File: config.mk
export PLATFORM = sky130hd
export DESIGN_NAME = psl_loader
export DESIGN_NICKNAME = d
export VERILOG_FILES = /design/src/design/psl_pkg.sv /design/src/design/psl_loader.sv /design/src/design/psl_rom.sv
export SDC_FILE = /design/constraint.sdc
export NUM_CORES = 1
export LEC_CHECK = 0
export ABC_AREA = 1
export BUFFER_PORTS_ARGS = -buffer_cell sky130_fd_sc_hd__buf_2
export CAP_MARGIN = 5
export CORE_UTILIZATION = 46
export CTS_CLUSTER_SIZE = 30
export DETAILED_ROUTE_END_ITERATION = 10
export PLACE_DENSITY = 0.83
export SKIP_LAST_GASP = 1
export SYNTH_ARGS = -nofsm -noshare
export SYNTH_HDL_FRONTEND = slang
export SYNTH_SLANG_ARGS = --single-unit
File: constraint.sdc
create_clock -name clk -period 1.31 [get_ports clk]
set_input_delay 0.262 -clock clk [delete_from_list [all_inputs] [get_ports clk]]
set_output_delay 0.262 -clock clk [all_outputs]
set_load 0.005 [all_outputs]
File: src/design/psl_pkg.sv
// Purpose: constants for the power-up strap loader
// Assumes: 10 MHz clk
// Notes: tuning words are 16-bit ROM entries
package psl_pkg;
  localparam int CLK_PERIOD_NS = 100;
  localparam int POR_PULSE_NS = 75;
  // least time rounds up, never below one cycle
  localparam int POR_PULSE_CYC_RAW = (POR_PULSE_NS + CLK_PERIOD_NS - 1) / CLK_PERIOD_NS;
  localparam int POR_PULSE_CYC = (POR_PULSE_CYC_RAW < 1) ? 1 : POR_PULSE_CYC_RAW;
  localparam int SYNC_STAGES = 2;
  // pulse spans the pin synchroniser so released levels reach the capture
  localparam int PULSE_HOLD_CYC =
    (POR_PULSE_CYC > SYNC_STAGES) ? POR_PULSE_CYC : SYNC_STAGES + 1;
  localparam int STRAP_W = 4;
  localparam int FTW_W = 16;
  localparam int ROM_DEPTH = 8;
  localparam int SEL_W = 3;
  localparam int CLKSEL_BIT = 3;
  localparam logic [7:0] PLL_MULT_DEFAULT = 8'h28;
  localparam logic [7:0] PLL_MULT_DIRECT = 8'h01;
  localparam logic CLKSRC_PLL = 1'b0;
  localparam logic CLKSRC_DIRECT = 1'b1;
  // words for 0/38.88/51.83/61.43/77.76/92.15/122.88/155.52 MHz at 1 GHz
  localparam logic [FTW_W-1:0] ROM_W0 = 16'h0000;
  localparam logic [FTW_W-1:0] ROM_W1 = 16'h09F4;
  localparam logic [FTW_W-1:0] ROM_W2 = 16'h0D45;
  localparam logic [FTW_W-1:0] ROM_W3 = 16'h0FBA;
  localparam logic [FTW_W-1:0] ROM_W4 = 16'h13E8;
  localparam logic [FTW_W-1:0] ROM_W5 = 16'h1797;
  localparam logic [FTW_W-1:0] ROM_W6 = 16'h1F75;
  localparam logic [FTW_W-1:0] ROM_W7 = 16'h27D0;
  typedef enum {ST_IDLE, ST_PULSE, ST_RUN} psl_state_t;
endpackage : psl_pkg

File: src/design/psl_loader.sv
// Purpose: power-up strap capture and default tuning word load
// Assumes: supply monitors and reset pin arrive asynchronously
// Notes: strap pins released while the reset pulse stands
//        captured levels lag the pins by the synchroniser depth
// Functional notes
// (RL1) supplies good start internal 75 ns pulse; code holds the pulse 3 cycles, 300 ns
// (RL2) release status pins during reset
// (RL3) capture four pins at pulse fall
// (RL4) reset pin repeats release and capture
// (RL5) eight-entry 16-bit ROM, low strap bits
// (RL6) ROM word loads active word directly
// (RL7) fourth bit selects clock source
// (RL8) PLL path starts multiplier at 40
// (RL9) ROM entries give listed output frequencies
// (RL10) strap load bypasses update command
// (RL11) captured value fixed until next reset
`timescale 1ns/1ps
`default_nettype none
module psl_loader (
  // clock and reset
  input wire logic clk,
  input wire logic rst_n,
  // supply monitors and reset pin
  input wire logic supply33_good,
  input wire logic supply18_good,
  input wire logic reset_pin,
  // status pins
  input wire logic strap_pin_bit0_in,
  input wire logic strap_pin_bit1_in,
  input wire logic strap_pin_bit2_in,
  input wire logic strap_pin_clock_select_in,
  input wire logic [psl_pkg::STRAP_W-1:0] status_out_data,
  output logic [psl_pkg::STRAP_W-1:0] status_pin_out,
  output logic [psl_pkg::STRAP_W-1:0] status_pin_oe_n,
  // configuration results
  output logic reset_active,
  output logic [psl_pkg::FTW_W-1:0] active_tuning_word,
  output logic system_sample_clock_direct,
  output logic [7:0] pll_multiplier
);
  // ------------------------------------------------------------
  // input synchronisers
  // ------------------------------------------------------------
  // only the second stage of each pair is read
  logic [1:0] sup_sync1_ff;
  logic [1:0] sup_sync2_ff;
  logic rst_pin_sync1_ff;
  logic rst_pin_sync2_ff;
  logic [psl_pkg::STRAP_W-1:0] pins_sync1_ff;
  logic [psl_pkg::STRAP_W-1:0] pins_sync2_ff;
  // supply monitors
  always_ff @(posedge clk) begin
    if (!rst_n) begin
      sup_sync1_ff <= 2'h0;
      sup_sync2_ff <= 2'h0;
    end else begin
      sup_sync1_ff <= {supply33_good, supply18_good};
      sup_sync2_ff <= sup_sync1_ff;
    end
  end

  // external reset pin
  always_ff @(posedge clk) begin
    if (!rst_n) begin
      rst_pin_sync1_ff <= 1'b0;
      rst_pin_sync2_ff <= 1'b0;
    end else begin
      rst_pin_sync1_ff <= reset_pin;
      rst_pin_sync2_ff <= rst_pin_sync1_ff;
    end
  end

  // status pin levels
  always_ff @(posedge clk) begin
    if (!rst_n) begin
      pins_sync1_ff <= 4'h0;
      pins_sync2_ff <= 4'h0;
    end else begin
      pins_sync1_ff <= {strap_pin_clock_select_in, strap_pin_bit2_in, strap_pin_bit1_in,
                        strap_pin_bit0_in};
      pins_sync2_ff <= pins_sync1_ff;
    end
  end
  logic sup_ok;
  logic rst_pin_s;
  logic [psl_pkg::STRAP_W-1:0] pins_s;
  assign sup_ok = &sup_sync2_ff;
  assign rst_pin_s = rst_pin_sync2_ff;
  assign pins_s = pins_sync2_ff;

  // ------------------------------------------------------------
  // reset pulse sequencer
  // ------------------------------------------------------------
  psl_pkg::psl_state_t state_ff;
  logic [7:0] cnt_ff;
  logic pulse_done;
  logic pulse_fall;
  // pulse outlasts the synchroniser so released pin levels are captured
  assign pulse_done = (cnt_ff >= 8'(psl_pkg::PULSE_HOLD_CYC - 1));
  assign pulse_fall = (state_ff == psl_pkg::ST_PULSE) && sup_ok && !rst_pin_s && pulse_done;
  assign reset_active = (state_ff != psl_pkg::ST_RUN);
  always_ff @(posedge clk) begin
    if (!rst_n) begin
      state_ff <= psl_pkg::ST_IDLE;
    end else begin
      case (state_ff)
        psl_pkg::ST_IDLE: begin
          if (sup_ok) begin
            state_ff <= psl_pkg::ST_PULSE; // RL1
          end
        end
        psl_pkg::ST_PULSE: begin
          if (!sup_ok) begin
            state_ff <= psl_pkg::ST_IDLE;
          end else if (pulse_fall) begin
            state_ff <= psl_pkg::ST_RUN;
          end
        end
        default: begin
          if (!sup_ok) begin
            state_ff <= psl_pkg::ST_IDLE;
          end else if (rst_pin_s) begin
            state_ff <= psl_pkg::ST_PULSE; // RL4
          end
        end
      endcase
    end
  end

  // held at zero outside the pulse and while the reset pin stands
  always_ff @(posedge clk) begin
    if (!rst_n) begin
      cnt_ff <= 8'h00;
    end else if ((state_ff != psl_pkg::ST_PULSE) || rst_pin_s) begin
      cnt_ff <= 8'h00;
    end else if (!pulse_done) begin
      cnt_ff <= cnt_ff + 8'h01;
    end
  end

  // ------------------------------------------------------------
  // status pin drive
  // ------------------------------------------------------------
  always_ff @(posedge clk) begin
    if (!rst_n) begin
      status_pin_out <= 4'h0;
    end else begin
      status_pin_out <= status_out_data;
    end
  end

  // ------------------------------------------------------------
  // pin release
  // ------------------------------------------------------------
  // high while released, combinational so release is same cycle
  assign status_pin_oe_n = {psl_pkg::STRAP_W{reset_active}}; // RL2

  // ------------------------------------------------------------
  // strap capture
  // ------------------------------------------------------------
  logic [psl_pkg::STRAP_W-1:0] strap_ff;
  logic load_ff;
  always_ff @(posedge clk) begin
    if (!rst_n) begin
      strap_ff <= 4'h0;
    end else if (pulse_fall) begin
      strap_ff <= pins_s; // RL3 RL11
    end
  end
  // one-cycle strobe that applies the fresh strap value
  always_ff @(posedge clk) begin
    if (!rst_n) begin
      load_ff <= 1'b0;
    end else begin
      load_ff <= pulse_fall;
    end
  end

  // ------------------------------------------------------------
  // default tuning word load
  // ------------------------------------------------------------
  logic [psl_pkg::FTW_W-1:0] rom_word;
  psl_rom u_rom (
    .sel(strap_ff[psl_pkg::SEL_W-1:0]), // RL5
    .word(rom_word)
  );
  // no update strobe needed, the word goes straight to the active copy
  always_ff @(posedge clk) begin
    if (!rst_n) begin
      active_tuning_word <= psl_pkg::ROM_W0;
    end else if (load_ff) begin
      active_tuning_word <= rom_word; // RL6 RL9 RL10
    end
  end

  // ------------------------------------------------------------
  // clock source select
  // ------------------------------------------------------------
  // multiplier value that goes with a clock source
  function automatic logic [7:0] mult_for_source(input logic direct_sel);
    logic [7:0] mult;
    if (direct_sel == psl_pkg::CLKSRC_PLL) begin
      mult = psl_pkg::PLL_MULT_DEFAULT;
    end else begin
      mult = psl_pkg::PLL_MULT_DIRECT;
    end
    return mult;
  endfunction : mult_for_source
  always_ff @(posedge clk) begin
    if (!rst_n) begin
      system_sample_clock_direct <= psl_pkg::CLKSRC_PLL;
    end else if (load_ff) begin
      system_sample_clock_direct <= strap_ff[psl_pkg::CLKSEL_BIT]; // RL7
    end
  end
  always_ff @(posedge clk) begin
    if (!rst_n) begin
      pll_multiplier <= mult_for_source(psl_pkg::CLKSRC_PLL);
    end else if (load_ff) begin
      pll_multiplier <= mult_for_source(strap_ff[psl_pkg::CLKSEL_BIT]); // RL8
    end
  end
endmodule : psl_loader
`default_nettype wire

File: src/design/psl_rom.sv
// Purpose: eight-entry tuning word ROM
// Assumes: combinational lookup
// Notes: none
`timescale 1ns/1ps
`default_nettype none
module psl_rom (
  // lookup
  input wire logic [psl_pkg::SEL_W-1:0] sel,
  output logic [psl_pkg::FTW_W-1:0] word
);
  always_comb begin
    case (sel)
      3'h0: word = psl_pkg::ROM_W0;
      3'h1: word = psl_pkg::ROM_W1;
      3'h2: word = psl_pkg::ROM_W2;
      3'h3: word = psl_pkg::ROM_W3;
      3'h4: word = psl_pkg::ROM_W4;
      3'h5: word = psl_pkg::ROM_W5;
      3'h6: word = psl_pkg::ROM_W6;
      default: word = psl_pkg::ROM_W7;
    endcase
  end
endmodule : psl_rom
`default_nettype wire

==> summary.txt <==
STA
  • Period utilization: 1.02
  • Hold Vio Cnt, Final: 0
  • Final setup margin: -27.6 ps
  • RSZ-0062 raised after global routing: true
  • Final setup viols: 2
  • Clk_skew: 6.09 ps
  • Tmin final: between 1000 and 1500 ps
  • Final slew viol count: 0
  • F_max: around 750 MHz

Clocking
  • CTS root buffer: clkbuf_8
  • Later-pin clock latency in the skew report: roughly 290 ps
  • Maximum root-to-sink buffer count: 2
  • Worst-path clk slew: roughly 80 ps
  • CTS Sinks: a little under 50
  • CTS tree: yes
  • TritonCTS buffer count: 5
  • H-tree depth: 2

Power and ir drop
  • Switch share: 0.195
  • Clk pwr share: 0.391
  • Pwr Density: around 1200 mW/mm2
  • Int Power: roughly 2200 uW
  • Worst vdd ir: 846 uV
  • Seq pwr share: 0.564
  • Comb pwr share: 0.045
  • Leakage: between 0.001 and 0.0015 uW
  • P_sw: between 500 and 600 uW

GRT
  • Initial antenna violation count: 0
  • Largest net degree at the start of global routing: 20
  • First-pass GRT wire length: 5.35 mm
  • Total Routing Usage GR: 0.168
  • Grt ovf: 0
  • Vias in the first global route: about 1300

Die
  • Die area: roughly 0.0042 mm2
  • # rows: 22
  • Die X: 65.0 um
  • Initial Util: 0.488
  • # IOs: 47
  • Core area: around 0.0037 mm2
  • Die H: between 60 and 70 um

Routing
  • Via count: ~1400
  • DRC: 0
  • 1st-iter DRT viols: a little over 90
  • ANT nets after route: 0
  • Final wirelength: about 3.1 mm
  • WL/cell: a little under 10 um
  • DR pass1 iterations: 4
  • DR vias/cell: around 4.4

Hold path
  • Worst hold start: strap_pin_bit2_in
  • Min-Delay Path Class: primary input to flip-flop

Logic synthesis
  • Mean Syn Cell Area: 7.91 um2
  • Area leader, netlist: dfxtp_1
  • Synth top area share: 0.537
  • Yosys Warn Count: 0
  • Sequential fraction of the synthesis area: 0.537
  • Library cells used by synthesis: 19
  • Post-Synthesis Cells: ~230
  • Ranking of synthesized cells by area: dfxtp_1 (54%), nand2_1 (11%), inv_1 (7.6%), a21oi_1 (5.5%), buf_4 (5.3%)
  • Yosys reg bits: between 40 and 50
  • Cell Area, Synth: approximately 0.0018 mm2

Layout
  • FILL cells: 340
  • Finished Cell Area: between 0.002 and 0.0025 mm2
  • Final Util: 0.592
  • Fin nets: around 290
  • Share of cells above drive strength 1: 0.286
  • ANT cells: 0
  • Synth-to-Final Area Change: 21.2%

Critical path
  • R2R Path Start: cnt_ff[0]
  • CP max stage delay: approximately 360 ps
  • Worst EP required: 1500 ps
  • Critical path origin: cnt_ff[0]
  • Crit path max-delay cell type: dfxtp_2
  • CP endpoint kind: flip-flop
  • Crit Path Category: flip-flop to flip-flop
  • CP Max Fanout: 8
  • Worst path bufs/invs: 2
  • CP top delay family: simple AND/OR/NAND/NOR gates
  • Worst endpoint data arrival time: 1530 ps
  • Cell chain of the critical path: inv_2 > ha_4 > inv_2 > nand2_2 > nor2_2 > nand2_2 > nand2_4 > nand2_4 > a21oi_2 > nor2_1
  • Crit start category: flip-flop

Place
  • GP Congestion: a little over 0.8
  • DP HPWL: between 2 and 2.5 mm
  • DP Area: around 0.0020 mm2
  • IO buf count: 39

Flow run
  • Max-cap violations: 0

Outcome
  • Violated checks: setup timing
  • Outcome: finished, violations left
kinds of logic after synthesis:
logic type,after synthesis,synth area share
simple gates,83,0.190
fa+ha+maj,2,0.0137
flops,49,0.537
buf+inv,58,0.146
compound gates,38,0.112
other cells,1,0.00205
final cells by class:
class | count | area, um2 | area share
Clock buffer | 7 | 86.3 | 0.0390
Clock inverter | 1 | 30.0 | 0.0136
Inverter | 40 | 153 | 0.0689
Multi-Input combinational cell | 130 | 649 | 0.293
Sequential cell | 49 | 986 | 0.445
Tap cell | 48 | 60.1 | 0.0271
Timing Repair Buffer | 46 | 251 | 0.113
layout by cell type, fill, tap and decap left out:
cell type  instances
dfxtp_2            4
o21ai_0            9
o21ai_1            4
a21oi_2            3
a21oi_1           18
nor2_2             2
buf_2             39
bufinv_16          1
conb_1             7
buf_6              1
inv_4              1
nor2_1            17
nand3_1            5
nand2_1           50
inv_2              5
nor3_4             1
nand2_4            2
ha_1               1
nand3_2            1
ha_4               1
inv_1             34
nor2_4             1
clkbuf_1           1
o211ai_1           4
buf_4              6
dfxtp_1           45
clkbuf_8           6
nand2_2            4
registers in the layout (all words and copies together) (netlist names):
register	cells
load_ff	1
state_ff	2
sup_sync2_ff	2
rst_pin_sync1_ff	1
pins_sync1_ff	4
sup_sync1_ff	2
active_tuning_word	14
strap_ff	4
status_pin_out	4
cnt_ff	8
pins_s	4
pll_multiplier	2
rst_pin_s	1
per-stage QoR:
| step | hold WS (ps) | std cells | setup slack [ps] | total power [uW] | TNS, ps |
|---|---|---|---|---|---|
| global route | 138 | 321 | -98.5 | 2850 | -425 |
| finish | 147 | 321 | -27.6 | 2730 | -33.2 |
| global placement | 393 | 312 | 50.2 | 1680 | 0 |
| CTS | 135 | 320 | -19.9 | 2740 | -45.4 |
| detailed placement | 396 | 312 | -42.5 | 1680 | -107 |
| floorplan | 360 | 237 | 15.9 | 1650 | 0 |
worst reg2reg max path, cell delays in order, from the launching register on:
cell     delay (ps)
dfxtp_2         360
inv_2            60
ha_4            160
inv_2            40
nand2_2          50
nor2_2          120
nand2_2          90
nand2_4         120
nand2_4          70
a21oi_2         140
nor2_1           40
synthesized netlist by cell type:
cell type  count
nand2_1       52
dfxtp_1       49
inv_1         37
a21oi_1       20
nor2_1        20
buf_4         13
o21ai_0        9
nand3_1        6
clkbuf_1       4
o211ai_1       4
o21ai_1        4
inv_2          3
nand2_2        3
ha_1           2
a21oi_2        1
buf_2          1
conb_1         1
nand2_4        1
nor3_4         1
final timing paths:
check | end | cells past startpoint | slack [ps]
max | state_ff[0] | 10 | -30
min | pins_sync1_ff[2] | 3 | 150
max reg2reg | state_ff[0] | 10 | -30
min reg2reg | rst_pin_s | 2 | 410
what timing repair did:
item                       CTS  global route
pin swaps                    1             9
setup buffers                0             1
hold buffers                 0             0
resized for setup            2            19
setup endpoints to repair    3            13
per-layer routing:
metal  vias to the layer above  track usage  wire (um)
met1                       612        0.206       1450
met3                         2       0.0581        132
li1                        761            -          -
met4                         0       0.0734         36
met5                         -            0          0
met2                        39        0.267       1490
power by group through the flow:
stage	Sequential (uW)	Combinational, uW	Clock, uW
after floorplan	1570	83.3	0
after global placement	1570	108	0
after detailed placement	1570	111	0
after CTS	1530	112	1100
after global routing	1540	142	1170
final	1540	122	1070
No activity file was read; power rests on OpenSTA's default activity.
